$ cat src/hdl/ssc_pkg.sv
`default_nettype none
// ==========================================================
// Shared constants and types
package ssc_pkg;
  localparam int          WORD_W          = 16;
  localparam int          CNT_W           = 6;
  localparam logic [5:0]  BITS_ADDR       = 6'h10;
  localparam logic [5:0]  BITS_TOTAL      = 6'h20;
  localparam int          SYNC_STAGES     = 3;
  // Register offsets
  localparam logic [14:0] OFS_LINE_LENGTH = 15'h0200;
  localparam logic [14:0] OFS_OUT_SIGNAL  = 15'h2449;
  // Address word field layout
  localparam int          ADDR_READ_BIT   = 15;
  // Reset values
  localparam logic [15:0] RST_LINE_LENGTH = 16'h0000;
  localparam logic [15:0] RST_OUT_SIGNAL  = 16'h0000;
  localparam int          OUT_SIGNAL_BIT  = 0;
  // Fetch allowances the master must grant (no wait is needed here)
  localparam int          CLK_MHZ         = 50;
  localparam int          FETCH_CFG_NS    = 1500;
  localparam int          FETCH_RUN_NS    = 4500;
  localparam int          FETCH_CFG_CYC   = FETCH_CFG_NS * CLK_MHZ / 1000;
  localparam int          FETCH_RUN_CYC   = FETCH_RUN_NS * CLK_MHZ / 1000;

  typedef struct packed {
    logic csn_n;
    logic sck;
    logic mosi;
  } ssc_pins_type;

  typedef enum logic [3:0] {
    PH_IDLE = 4'b0001,
    PH_ADDR = 4'b0010,
    PH_DATA = 4'b0100,
    PH_DONE = 4'b1000
  } ssc_phase_type;
endpackage : ssc_pkg
`default_nettype wire

$ cat src/hdl/ssc_slave.sv
`default_nettype none
// ==========================================================
module ssc_slave
  import ssc_pkg::*;
(
  input  wire logic                clk,                  // System clock, 50 MHz
  input  wire logic                resetn,               // Synchronous reset, active low
  input  wire ssc_pins_type        pins,                 // Serial pins from the master
  input  wire logic                streaming_state,      // Sensor is streaming
  input  wire logic                frame_start,          // One-cycle frame start pulse
  output logic                     miso_out,             // Serial return data
  output logic                     miso_oe,              // Return line driven
  output logic [WORD_W-1:0]        line_length_active,   // Line length in use
  output logic                     sub_lvds_active       // Reduced-swing outputs in use
);
  // ==========================================================
  // Pin synchronisers
  ssc_pins_type pins_f;
  logic [2:0]   pin_vec;
  logic [2:0]   pin_lvl;
  localparam logic [2:0] PIN_RST = 3'b110;

  // All three pins share one latency, so mosi still lines up with its sck rise;
  // the price is about four clocks per pin edge, which caps the serial clock rate
  assign pin_vec = pins;
  genvar gi;
  generate
    for (gi = 0; gi < 3; gi++) begin : g_pin
      ssc_pin_filter #(.RST_VAL(PIN_RST[gi])) u_filt (
        .clk    (clk),
        .resetn (resetn),
        .pin    (pin_vec[gi]),
        .level  (pin_lvl[gi])
      );
    end
  endgenerate
  assign pins_f = pin_lvl;

  // ==========================================================
  // Edge detection and decode
  logic               sck_prev;
  logic               stream_prev;
  wire                selected   = !pins_f.csn_n;
  wire                sck_rise   = selected && pins_f.sck && !sck_prev;
  wire                sck_fall   = selected && !pins_f.sck && sck_prev;
  wire                stream_rise = streaming_state && !stream_prev;

  ssc_phase_type      phase;
  ssc_phase_type      next_phase;
  logic [CNT_W-1:0]   bit_cnt;
  logic [WORD_W-1:0]  shift_in;
  logic [WORD_W-1:0]  addr_word;
  logic [WORD_W-1:0]  rd_word;
  logic [WORD_W-1:0]  len_shadow;
  logic [WORD_W-1:0]  sel_shadow;

  wire [CNT_W-1:0]    next_cnt   = bit_cnt + 6'h01;
  wire [WORD_W-1:0]   next_shift = {shift_in[WORD_W-2:0], pins_f.mosi};
  wire                addr_done  = sck_rise && (next_cnt == BITS_ADDR);
  wire                word_done  = sck_rise && (next_cnt == BITS_TOTAL);
  wire                is_read    = addr_word[ADDR_READ_BIT];
  wire [14:0]         reg_idx    = addr_word[14:0];
  wire [14:0]         new_idx    = next_shift[14:0];
  wire                commit     = word_done && !is_read;
  wire                hit_len    = (reg_idx == OFS_LINE_LENGTH);
  wire                hit_sel    = (reg_idx == OFS_OUT_SIGNAL);
  // Fetch delay is zero: the shadow word is latched as the address completes
  wire [WORD_W-1:0]   fetch_word =
    (new_idx == OFS_LINE_LENGTH) ? len_shadow :
    (new_idx == OFS_OUT_SIGNAL)  ? sel_shadow : 16'h0000;
  wire [3:0]          out_idx    = 4'hF - bit_cnt[3:0];

  // ==========================================================
  // Phase sequencing
  always_comb begin
    next_phase = phase;
    case (phase)
      PH_IDLE: if (selected) next_phase = PH_ADDR;
      PH_ADDR: begin
        if (!selected) next_phase = PH_IDLE;
        else if (addr_done) next_phase = PH_DATA;
      end
      PH_DATA: begin
        if (!selected) next_phase = PH_IDLE;
        else if (word_done) next_phase = PH_DONE;
      end
      PH_DONE: if (!selected) next_phase = PH_IDLE;
      default: next_phase = PH_IDLE;
    endcase
  end

  always_ff @(posedge clk) begin
    if (!resetn) begin
      phase       <= PH_IDLE;
      sck_prev    <= 1'b1;
      stream_prev <= 1'b0;
    end else begin
      phase       <= next_phase;
      sck_prev    <= pins_f.sck;
      stream_prev <= streaming_state;
    end
  end

  // ==========================================================
  // Shift engine
  always_ff @(posedge clk) begin
    if (!resetn) begin
      bit_cnt   <= 6'h00;
      shift_in  <= 16'h0000;
      addr_word <= 16'h0000;
      rd_word   <= 16'h0000;
    end else if (!selected) begin
      bit_cnt   <= 6'h00;
    end else if (sck_rise && phase != PH_DONE) begin
      bit_cnt   <= next_cnt;
      shift_in  <= next_shift;
      if (addr_done) begin
        addr_word <= next_shift;
        rd_word   <= fetch_word;
      end
    end
  end

  // Return line changes on falling edges during a read's data half, and clears on deselect
  always_ff @(posedge clk) begin
    if (!resetn) begin
      miso_out <= 1'b0;
      miso_oe  <= 1'b0;
    end else if (!selected) begin
      miso_out <= 1'b0;
      miso_oe  <= 1'b0;
    end else if (sck_fall && phase == PH_DATA && is_read) begin
      miso_out <= rd_word[out_idx];
      miso_oe  <= 1'b1;
    end
  end

  // ==========================================================
  // Shadow and active copies
  // Only a complete word commits, so a cut transfer leaves both shadows alone
  always_ff @(posedge clk) begin
    if (!resetn) begin
      len_shadow <= RST_LINE_LENGTH;
      sel_shadow <= RST_OUT_SIGNAL;
    end else if (commit) begin
      if (hit_len) len_shadow <= next_shift;
      if (hit_sel) sel_shadow <= next_shift;
    end
  end

  // Line length only moves on the way back into streaming
  always_ff @(posedge clk) begin
    if (!resetn) begin
      line_length_active <= RST_LINE_LENGTH;
      sub_lvds_active    <= RST_OUT_SIGNAL[OUT_SIGNAL_BIT];
    end else begin
      if (stream_rise) line_length_active <= len_shadow;
      if (frame_start || stream_rise) begin
        sub_lvds_active <= sel_shadow[OUT_SIGNAL_BIT];
      end
    end
  end
endmodule : ssc_slave
`default_nettype wire

$ cat src/hdl/ssc_pin_filter.sv
`default_nettype none
// ==========================================================
// Three-stage pin synchroniser with agreement filter
module ssc_pin_filter
  import ssc_pkg::*;
#(
  parameter logic RST_VAL = 1'b1
) (
  input  wire logic clk,     // System clock
  input  wire logic resetn,  // Synchronous reset, active low
  input  wire logic pin,     // Asynchronous pin level
  output logic      level    // Filtered level
);
  logic [SYNC_STAGES-1:0] stage;

  // The first stage feeds only the second
  always_ff @(posedge clk) begin
    if (!resetn) begin
      stage <= {SYNC_STAGES{RST_VAL}};
      level <= RST_VAL;
    end else begin
      stage <= {stage[SYNC_STAGES-2:0], pin};
      if (stage[1] == stage[2]) begin
        level <= stage[2];
      end
    end
  end
endmodule : ssc_pin_filter
`default_nettype wire

$ cat config.mk
export PLATFORM = sky130hd
export DESIGN_NAME = ssc_slave
export DESIGN_NICKNAME = d
export VERILOG_FILES = /design/src/hdl/ssc_pkg.sv /design/src/hdl/ssc_slave.sv /design/src/hdl/ssc_pin_filter.sv
export SDC_FILE = /design/constraint.sdc
export NUM_CORES = 1
export LEC_CHECK = 0
export ABC_CLOCK_PERIOD_IN_PS = 2700
export BUFFER_PORTS_ARGS = -buffer_cell sky130_fd_sc_hd__buf_2
export CORE_ASPECT_RATIO = 0.9
export CORE_MARGIN = 8
export CORE_UTILIZATION = 30
export DETAILED_ROUTE_END_ITERATION = 6
export RECOVER_POWER = 25
export SETUP_SLACK_MARGIN = 0.05
export SYNTH_ARGS = -nofsm -noshare
export SYNTH_HDL_FRONTEND = slang
export SYNTH_SLANG_ARGS = --single-unit
$ cat constraint.sdc
create_clock -name clk -period 2.7 [get_ports clk]
set_clock_uncertainty 0.05 [all_clocks]
set_input_delay 0.27 -clock clk [delete_from_list [all_inputs] [get_ports clk]]
set_output_delay 0.27 -clock clk [all_outputs]
set_load 0.1 [all_outputs]
==> metrics.csv, run 1 <==
metric;value;unit
n_diodes;0;
WL/cell;14.4;microns
Netlist Area Pre-Place;5030;sq um
CTS Sinks;122;
Port Buffers;25;
pwr dens;703;nW/um^2
CP cell instances;ha_1, nand3_1, a211oi_1, nor3_2, nor4_4, buf_4, mux2i_1;
failing checks;capacitance limit, slew limit;
largest net degree at the start of global routing;66;
initial antenna violation count;0;
Multi-input gate area;2370;sq um
Rows;45;
post-detailed-routing wire length;11.4;mm
Die H;139;microns
fin util;35.4;%
vias;3894;
Final Wtd Congestion;0.809;
DIE AREA;21200;sq um
# nets final;576;
Critical Path Start Type;register;
vias in the first global route;3755;
crit path DAT;2.58;ns
Reg area;2440;sq um
Mapped Avg Cell Area;9.20;sq um
Yosys Warn Count;0;
CP peak stage delay;0.41;ns
fin area;5900;sq um
FF+latch count, synth;122;
crit share post-route;85.0;%
grt ovf;0;
CTS tree;done;
CP endpoint kind;register;
Tot GR Track Use;11.2;%
Least-Margin Pin Slew;1.70;ns
worst hold path class;primary input to register;
Tmin final;2.29;ns
Detailed Place HPWL;7.71;mm
DRT antenna net count;0;
First-pass DRT Iterations;5;
initial drt markers;358;
Synth Flop Type;dfxtp_1;
Gate Count Post-Synth;547;
root buffer cell;clkbuf_16;
FMAX;0.436;GHz
max_cap viols;1;
Die X;153;microns
unrepaired setup endpoints after global routing;false;
drt drc;0;
# setup viols final;0;
htree depth;4;
Initial Utilization;30.2;%
CTS Buf Count;17;
CP max stage cell;a211oi_1;
core area;16700;sq um
post-synthesis sequential area ratio;48.5;%
Setup TNS;0;ns
fillers;1669;
outcome;finished with violations;
critical path type;register to register;
number of flops mapped to enable cells by yosys;0;
CTS max path bufs;2;
synthesized net count;556;
Max VDD drop;0.000417;V
Slew HR;-13.3;%
area grow syn2layout;17.3;%
dpl cell area;5330;sq um
Avg Vias per Cell;4.93;
top cell type by total area after synthesis;dfxtp_1;
post-CTS setup buffer count;0;
Leak;1.89;nW
post-synthesis cell type count;55;
Ports;26;
clk_lat worst skew;0.41;ns
Area contributors post-synth;dfxtp_1, mux2i_1, nand2_1;
R2R Setup Slk;0.41;ns
first-pass GRT wire length;19.0;mm
Slew Viols, Final;41;
share of cells above drive strength 1;13.1;%
Worst-path clk slew;0.05;ns
endpoints failing hold;0;
CP Max Fanout;16;
Req. time, crit path;2.99;ns
post-synthesis async set-or-reset flop share;0;%
Synth top area share;48.5;%
## state kept, by name (all words and copies together), names as in the netlist
signal	cells
addr_word	16
bit_cnt	6
g_pin.u_filt.level	3
g_pin.u_filt.stage	9
len_shadow	16
line_length_active	16
miso_oe	1
miso_out	1
phase	4
rd_word	16
sck_prev	1
sel_shadow	16
shift_in	15
stream_prev	1
sub_lvds_active	1
## synthesized netlist by cell type (2+ instances only)
library cell and number:
dfxtp_1 122, nand2_1 122, nor2_1 52, mux2i_1 51, a21oi_1 38, clkbuf_1 24
a211oi_1 17, a22oi_1 16, nand2b_1 9, nand3_1 8, nor3_1 7, buf_2 5
mux4_2 5, o21ai_0 5, xnor2_1 5, and2_1 4, buf_6 4, inv_1 4
nor4_1 4, buf_4 3, and4b_1 2, buf_1 2, ha_1 2, nand4b_1 2
nor3b_1 2, nor4_4 2, or3_1 2
## worst max-delay path: cells and delay by family, from the launching register on
family / cells / cell delay (ns)
fa+ha+maj: 1 / 0.26
buf+inv: 1 / 0.33
simple gates: 3 / 0.60
mux: 1 / 0.24
compound gates: 1 / 0.41
flops: 1 / 0.33
## power breakdown
part	total, mW	leakage, nW	switching (mW)	internal (mW)
Sequential	1.86	0.985	0.0380	1.83
Clock	2.11	0.276	0.759	1.35
Combinational	0.177	0.634	0.101	0.0751
Total	4.15	1.89	0.899	3.25
## cell usage in the layout, fill, tap and decap left out, types with 7 or more instances in the layout
cell type,count
nand2_1,122
dfxtp_1,122
nor2_1,52
mux2i_1,51
a21oi_1,38
buf_2,20
a211oi_1,17
clkbuf_16,17
a22oi_1,16
nand2b_1,9
clkbuf_1,9
buf_4,9
nand3_1,8
nor3_1,7
## cells by family after synthesis
logic type	synth area share [%]
and+or+nand+nor	21.2
DFF	48.5
buffers and inverters	4.30
adders and majority gates	0.497
AOI/OAI and AO/OA	12.0
muxes	12.4
xor gates and xnor gates	1.04
## metrics by stage
stage / hold slack [ns] / power, mW / setup slack [ns] / cells
after global placement: 0.345 / 2.06 / 0.551 / 756
after global routing: 0.0460 / 4.29 / 0.252 / 790
after CTS: 0.0219 / 4.19 / 0.415 / 790
after detailed placement: 0.347 / 2.07 / 0.444 / 756
final: 0.0328 / 4.15 / 0.406 / 790
after floorplan: 0.321 / 2.04 / 0.477 / 547
## timing repair
item,in CTS,in global routing
hold buffers,3,0
setup endpoints to repair,0,0
endpoints found under the hold margin,3,0
gates resized for setup,0,0
## path summary, 6_finish.rpt
kind / from / to / cells after the start
min: streaming_state / stream_prev / 2
max reg2reg: bit_cnt[1] / sel_shadow[5] / 7
min reg2reg: g_pin[2].u_filt.stage[0] / g_pin[2].u_filt.stage[1] / 1
max: bit_cnt[1] / sel_shadow[5] / 7
## per-layer routing
layer | GRT usage [%] | vias to the layer above | share of wire (%) | wire (microns)
met2 | 17.4 | 109 | 46 | 5230
met4 | 5.25 | 0 | 2.2 | 255
met5 | 0 | - | 0 | 0
met3 | 3.58 | 24 | 4.6 | 528
met1 | 13.8 | 1827 | 47 | 5380
li1 | - | 1934 | - | -
## cell type report
class	instances	share of cell area, %
Tap cell	211	4.47
Inverter	5	0.318
Clock buffer	24	8.33
Sequential cell	122	41.4
Clock inverter	7	1.12
Multi-Input combinational cell	381	40.2
Timing Repair Buffer	40	4.15
Note: power is estimated with default switching activity, not from simulation.
==> inputs of run 2 (changes only) <==
--- a/config.mk
+++ b/config.mk
@@ -5,7 +5,8 @@
 export SDC_FILE = /design/constraint.sdc
 export NUM_CORES = 1
 export LEC_CHECK = 0
-export ABC_CLOCK_PERIOD_IN_PS = 2700
+export ABC_AREA = 1
+export ABC_CLOCK_PERIOD_IN_PS = 2100
 export BUFFER_PORTS_ARGS = -buffer_cell sky130_fd_sc_hd__buf_2
 export CORE_ASPECT_RATIO = 0.9
 export CORE_MARGIN = 8
==> constraint.sdc (replaced) <==
create_clock -name clk -period 2.1 [get_ports clk]
set_clock_uncertainty 0.05 [all_clocks]
set_input_delay 0.21 -clock clk [delete_from_list [all_inputs] [get_ports clk]]
set_output_delay 0.21 -clock clk [all_outputs]
set_load 0.1 [all_outputs]
==> run 2 against run 1 <==
Against the previous run: the flow now finishes without violations; synthesized area is essentially flat; sequential cell count is the same; cell count grew 20%; clock-buffer cell count shrank 1; die area is essentially flat; critical path depth grew 3; core utilization grew 0.89 points; cell area grew 2.5%; clock power grew 46%; worst setup slack lost 0.16 ns; largest cell class unchanged.
==> metrics.csv, run 2 <==
metric;value;unit;change
synthesized net count;708;;+27%
fillers;1777;;+6.5%
Slew Viols, Final;0;;-100%
sequential power share;40.4;%;-4.5 points
Tmin final;1.86;ns;-0.437 ns
crit path DAT;2.15;ns;-0.43 ns
Hold WS;0.196;ns;+0.163 ns
Non-Filler Instances;946;;+20%
Pint;4.60;mW;+42%
worst hold start;resetn;;
busiest grt layer;met2;;
r2r startpoint;bit_cnt[0];;
CP Max Fanout;39;;+23
CTS tree;done;;
Synth Flop Type;dfxtp_1;;
post-synthesis async set-or-reset flop share;0;%;unchanged
Hold Path Sink;sck_prev;;
Ports;26;;unchanged
CTS Buf Count;17;;unchanged
CP max stage cell;dfxtp_1;;
htree depth;4;;unchanged
Hold Path Stages;3;;+1
initial drt markers;342;;-4.5%
Yosys Warn Count;0;;unchanged
max_cap viols;0;;-1
Detailed Place HPWL;7.67;mm;-0.47%
dpl cell area;5380;sq um;+0.92%
reg2reg end;addr_word[8];;
met2 Resource Use GR;17.6;%;+0.14 points
Mapped Avg Cell Area;7.20;sq um;-22%
R2R Setup Slk;0.24;ns;-0.16 ns
WL/cell;12.4;microns;-14%
Placed Cells;910;;+20%
pwr dens;989;nW/um^2;+41%
CP top delay family;simple AND/OR/NAND/NOR gates;;
Synth top area share;48.5;%;about the same
met3 usage;3.49;%;-0.093 points
top cell type by total area after synthesis;dfxtp_1;;
Slew HR;63.6;%;+77 points
unrepaired setup endpoints after global routing;false;;
CTS max path bufs;2;;unchanged
Avg Vias per Cell;4.54;;-7.9%
CP peak stage delay;0.33;ns;-0.08 ns
pre-CTS setup slack;0.198;ns;-0.246 ns
crit share post-route;88.4;%;+3.4 points
CP bufs+invs;3;;+2
Gate Count Post-Synth;699;;+28%
Die H;139;microns;about the same
final worst slack;0.243;ns;-0.163 ns
fin util;36.3;%;+0.89 points
Rows;45;;unchanged
drt drc;0;;unchanged
outcome;completed;;
part of the power in the clock network;51.6;%;+0.8 points
Post-synth top cells;nand2_1, dfxtp_1, nor2_1;;
post-detailed-routing wire length;11.7;mm;+2.8%
core area;16700;sq um;unchanged
Comb power frac;8.1;%;+3.8 points
Least-Margin Pin Slew;0.549;ns;-1.15 ns
worst hold path class;primary input to register;;
First-pass DRT Iterations;5;;unchanged
initial antenna violation count;0;;unchanged
Multi-input gate area;2120;sq um;-11%
commonest non-fill, non-tap cells in the layout;nand2_1, dfxtp_1, nor2_1, o21ai_0, inv_1;;
post-synthesis sequential area ratio;48.5;%;about the same
CTS Sinks;122;;unchanged
Sw Ratio;23.1;%;+1.5 points
# setup viols final;0;;unchanged
largest net degree at the start of global routing;102;;+55%
critical path type;register to register;;
# nets final;732;;+27%
Leak;2.75;nW;+45%
grt ovf;0;;unchanged
Setup TNS;0;ns;unchanged
Worst-path clk slew;0.05;ns;about the same
fin area;6050;sq um;+2.5%
Tot GR Track Use;11.5;%;+0.38 points
vias;4296;;+10%
Req. time, crit path;2.39;ns;-0.60 ns
endpoints failing hold;0;;unchanged
Pwr Total;5.98;mW;+44%
number of flops mapped to enable cells by yosys;0;;unchanged
Area contributors post-synth;dfxtp_1, nand2_1, nor2_1;;
Critical Path Start Type;register;;
Port Buffers;25;;unchanged
root buffer cell;clkbuf_16;;
most frequent cell after synthesis;nand2_1;;
share of cells above drive strength 1;11.4;%;-1.7 points
DIE AREA;21200;sq um;about the same
vias in the first global route;3994;;+6.4%
Netlist Area Pre-Place;5030;sq um;about the same
clk_lat worst skew;0.42;ns;about the same
Max VDD drop;0.000546;V;+31%
CP cell instances;ha_2, inv_1, nand2_1, nand3_1, nor2_2, nand3_1, nor2_2, buf_12, inv_2, a21oi_1;;
CP endpoint kind;register;;
FF-to-FF path depth;10;;+3
first-pass GRT wire length;19.9;mm;+4.8%
FF+latch count, synth;122;;unchanged
P_sw;1.38;mW;+54%
Initial Utilization;30.2;%;about the same
met1 Usage GRT;15.0;%;+1.3 points
Final Wtd Congestion;0.834;;+3.2%
area grow syn2layout;20.2;%;
commonest non-fill, non-tap cell in the layout;nand2_1;;
FMAX;0.539;GHz;+24%
Reg area;2440;sq um;about the same
post-synthesis cell type count;32;;-42%
Die X;153;microns;about the same
n_diodes;0;;unchanged
DRT antenna net count;0;;unchanged
-- run 2: how the worst max path moves through the flow --
stage	startpoint	endpoint	slack, ns	depth (start not counted)
detailed placement	bit_cnt[0]	addr_word[2]	0.20	10
global route	bit_cnt[0]	addr_word[5]	0.05	10
finish	bit_cnt[0]	addr_word[8]	0.24	10
CTS	bit_cnt[0]	addr_word[8]	0.19	10
global placement	bit_cnt[0]	addr_word[0]	0.27	10
floorplan	bit_cnt[0]	sel_shadow[6]	0.37	11
-- run 2: power groups by stage --
stage | Combinational (mW) | Sequential, mW | Clock (mW)
finish | 0.484 | 2.41 | 3.08
global route | 0.542 | 2.42 | 3.25
CTS | 0.485 | 2.41 | 3.14
detailed placement | 0.477 | 2.46 | 0
global placement | 0.478 | 2.46 | 0
floorplan | 0.252 | 2.60 | 0
-- run 2: tightest hold or removal path, cell delays in order --
cell	delay [ns]
buf_2	0.12
buf_12	0.19
nand2_1	0.10
-- run 2: what timing repair did --
| action | in CTS | in global routing |
|---|---|---|
| endpoints found under the hold margin | 5 | 0 |
| hold buffers | 5 | 0 |
| buffers inserted | 0 | 0 |
| gates resized for setup | 0 | 2 |
| setup endpoints to repair | 0 | 28 |
-- run 2: area by class of cell --
| type | instances | area share [%] |
|---|---|---|
| tap | 211 | 4.36 |
| clock inverter | 8 | 2.32 |
| clock buffer | 23 | 8.06 |
| timing repair buffer | 43 | 5.21 |
| multi-input combinational | 464 | 35.0 |
| sequential | 122 | 40.4 |
| inverter | 75 | 4.65 |
-- run 2: cell families (layout without fill, tap and decap cells) --
logic type / after synthesis / after routing / synth area share, %
buffers and inverters: 113 / 149 / 9.54
AO/OA/AOI/OAI: 168 / 168 / 17.3
flip-flops: 122 / 122 / 48.5
AND/OR/NAND/NOR: 294 / 294 / 24.1
adder cells (fa/ha/maj): 2 / 2 / 0.497
-- run 2: routing by layer --
metal | vias to the layer above | share of wire (%)
li1 | 2306 | -
met1 | 1895 | 52
met2 | 82 | 43
met3 | 13 | 3.9
met4 | 0 | 1.1
met5 | - | 0
==> inputs of run 3 (changes only) <==
--- a/config.mk
+++ b/config.mk
@@ -6,11 +6,12 @@
 export NUM_CORES = 1
 export LEC_CHECK = 0
 export ABC_AREA = 1
-export ABC_CLOCK_PERIOD_IN_PS = 2100
+export ABC_CLOCK_PERIOD_IN_PS = 2120
 export BUFFER_PORTS_ARGS = -buffer_cell sky130_fd_sc_hd__buf_2
 export CORE_ASPECT_RATIO = 0.9
 export CORE_MARGIN = 8
 export CORE_UTILIZATION = 30
+export CTS_CLUSTER_SIZE = 28
 export DETAILED_ROUTE_END_ITERATION = 6
 export RECOVER_POWER = 25
 export SETUP_SLACK_MARGIN = 0.05
==> constraint.sdc (replaced) <==
create_clock -name clk -period 2.12 [get_ports clk]
set_clock_uncertainty 0.05 [all_clocks]
set_input_delay 0.212 -clock clk [delete_from_list [all_inputs] [get_ports clk]]
set_output_delay 0.212 -clock clk [all_outputs]
set_load 0.1 [all_outputs]
==> run 3 against run 2 <==
Against the previous run: the run now ends with capacitance limit, slew limit left; maximum frequency fell by 1.0%; sequential cell count did not move; cell count fell by 0.42%; sequential power barely moved; global-route usage fell by 0.35 points; non-clock buffer count fell by 1; clock-buffer cell count rose by 2; critical path type unchanged; critical endpoint is now len_shadow[8]; largest power group unchanged.
==> metrics.csv, run 3 (same netlist as run 2, synthesis figures left out) <==
metric;value;unit;change
post-CTS setup buffer count;0;;unchanged
post-detailed-routing wire length;11.6;mm;-1.0%
P_sw;1.34;mW;-3.1%
CP Max Fanout;32;;-18%
Avg Vias per Cell;4.54;;-0.14%
largest net degree at the start of global routing;102;;unchanged
initial drt markers;315;;-7.9%
Slew HR;-13.2;%;-77 points
htree depth;4;;unchanged
Least-Margin Pin Slew;1.70;ns;+1.15 ns
initial antenna violation count;0;;unchanged
# nets final;731;;-0.14%
Max VDD drop;0.000655;V;+20%
CP endpoint kind;register;;
Sw Ratio;24.2;%;+1.1 points
core area;16700;sq um;unchanged
Slew Viols, Final;102;;+102
drt drc;0;;unchanged
Hold Path Sink;addr_word[14];;
Final Wtd Congestion;0.816;;-2.2%
CP top delay family;simple AND/OR/NAND/NOR gates;;
Comb power frac;8.6;%;+0.5 points
r2r startpoint;bit_cnt[2];;
reg2reg end;len_shadow[8];;
share of cells above drive strength 1;10.5;%;-0.90 points
part of the power in the clock network;48.1;%;-3.5 points
Detailed Place HPWL;7.64;mm;-0.40%
unrepaired setup endpoints after global routing;false;;
Setup TNS;0;ns;unchanged
Placed Cells;909;;-0.11%
Tot GR Track Use;11.2;%;-0.35 points
critical path type;register to register;;
Tmin final;1.88;ns;+0.0192 ns
CTS Buf Count;17;;unchanged
crit share post-route;88.5;%;about the same
max_cap viols;1;;+1
outcome;finished with violations;;
Initial Utilization;30.2;%;unchanged
CP most frequent cell;nand2_1;;
root buffer cell;clkbuf_16;;
Pwr Total;5.52;mW;-7.7%
CP bufs+invs;2;;-1
Port Buffers;25;;unchanged
DRT antenna net count;0;;unchanged
CTS max path bufs;2;;unchanged
First-pass DRT Iterations;5;;unchanged
failing checks;capacitance limit, slew limit;;
clk_lat worst skew;0.41;ns;about the same
DIE AREA;21200;sq um;unchanged
Critical Path Start Type;register;;
WL/cell;12.3;microns;-0.62%
Die H;139;microns;unchanged
Rows;45;;unchanged
CP max stage cell;dfxtp_1;;
grt ovf;0;;unchanged
vias;4272;;-0.56%
worst hold start;resetn;;
vias in the first global route;3840;;-3.9%
first-pass GRT wire length;19.3;mm;-3.1%
Leak;2.69;nW;-1.8%
Pint;4.19;mW;-9.0%
CP cell instances;inv_2, nand2_1, nand3_1, nor2_2, nand3_2, nor2_2, nand2_2, buf_12, nand2_1, nand2_1, nor2_1;;
R2R Setup Slk;0.24;ns;about the same
Die X;153;microns;unchanged
pwr dens;929;nW/um^2;-6.1%
commonest non-fill, non-tap cell in the layout;nand2_1;;
CTS Sinks;122;;unchanged
Ports;26;;unchanged
Hold Path Stages;3;;unchanged
CTS tree;done;;
area grow syn2layout;18.2;%;
worst hold path class;primary input to register;;
commonest non-fill, non-tap cells in the layout;nand2_1, dfxtp_1, nor2_1, o21ai_0, inv_1;;
Req. time, crit path;2.41;ns;+0.02 ns
n_diodes;0;;unchanged
Non-Filler Instances;942;;-0.42%
endpoints failing hold;0;;unchanged
# setup viols final;0;;unchanged
sequential power share;43.3;%;+2.9 points
CP peak stage delay;0.52;ns;+0.19 ns
crit path DAT;2.17;ns;+0.02 ns
FF-to-FF path depth;11;;+1
fin util;35.7;%;-0.61 points
FMAX;0.533;GHz;-1.0%
Worst-path clk slew;0.05;ns;about the same
==> run 3: cell types whose count changed in the layout (fill, tap and decap cells not counted), moves of 2 or more <==
cell | previous run | this run
clkinv_2 | 4 | 2
clkbuf_2 | 4 | 1
bufinv_16 | 4 | 1
buf_2 | 21 | 23
==> run 3: final cells by class <==
cell class	count	area, sq um
clock inverters	3	40.0
well taps	211	264
inverters	75	282
multi-input cells	464	2120
fillers	1784	10700
clock buffers	25	495
repair buffers	42	310
flip-flops and latches	122	2440
==> run 3: worst reg2reg max path, stage by stage (launching register included) <==
cell and delay, ns:
dfxtp_1 0.52, inv_2 0.10, nand2_1 0.09, nand3_1 0.08, nor2_2 0.18, nand3_2 0.11, nor2_2 0.14, nand2_2 0.09
buf_12 0.19, nand2_1 0.09, nand2_1 0.04, nor2_1 0.14
==> run 3: per-layer routing <==
| layer | part of all wire, % | track usage (%) | routed length, microns | up-vias |
|---|---|---|---|---|
| met5 | 0 | 0 | 0 | - |
| met4 | 1.2 | 5.15 | 138 | 0 |
| met3 | 4.0 | 3.18 | 469 | 11 |
| met2 | 42 | 16.3 | 4860 | 74 |
| met1 | 53 | 15.0 | 6120 | 1885 |
| li1 | - | - | - | 2302 |
==> run 3: what timing repair did <==
| item | in CTS | in global routing |
|---|---|---|
| hold buffers | 5 | 0 |
| hold endpoints to repair | 5 | 0 |
| resized for setup | 0 | 0 |
==> run 3: power by group through the flow <==
stage | logic, mW | registers [mW] | clock network (mW)
after floorplan | 0.250 | 2.57 | 0
after global placement | 0.472 | 2.44 | 0
after detailed placement | 0.470 | 2.44 | 0
after CTS | 0.479 | 2.39 | 2.70
after global routing | 0.534 | 2.40 | 2.80
final | 0.474 | 2.39 | 2.66
==> run 3: stage by stage <==
step / worst slack [ns] / area, sq um / hold slack (ns)
final: 0.244 / 5950 / 0.286
after CTS: 0.251 / 5970 / 0.242
after detailed placement: 0.261 / 5380 / 0.348
after floorplan: 0.391 / 5030 / 0.255
after global routing: 0.0286 / 5950 / 0.367
after global placement: 0.302 / 5380 / 0.342
==> run 3: worst max-delay path by stage <==
stage / startpoint / end / cells past startpoint
after floorplan: bit_cnt[0] / sel_shadow[6] / 11
after global placement: bit_cnt[1] / addr_word[0] / 10
after detailed placement: bit_cnt[0] / addr_word[3] / 10
after CTS: bit_cnt[0] / addr_word[3] / 10
after global routing: bit_cnt[0] / len_shadow[11] / 12
final: bit_cnt[2] / len_shadow[8] / 11
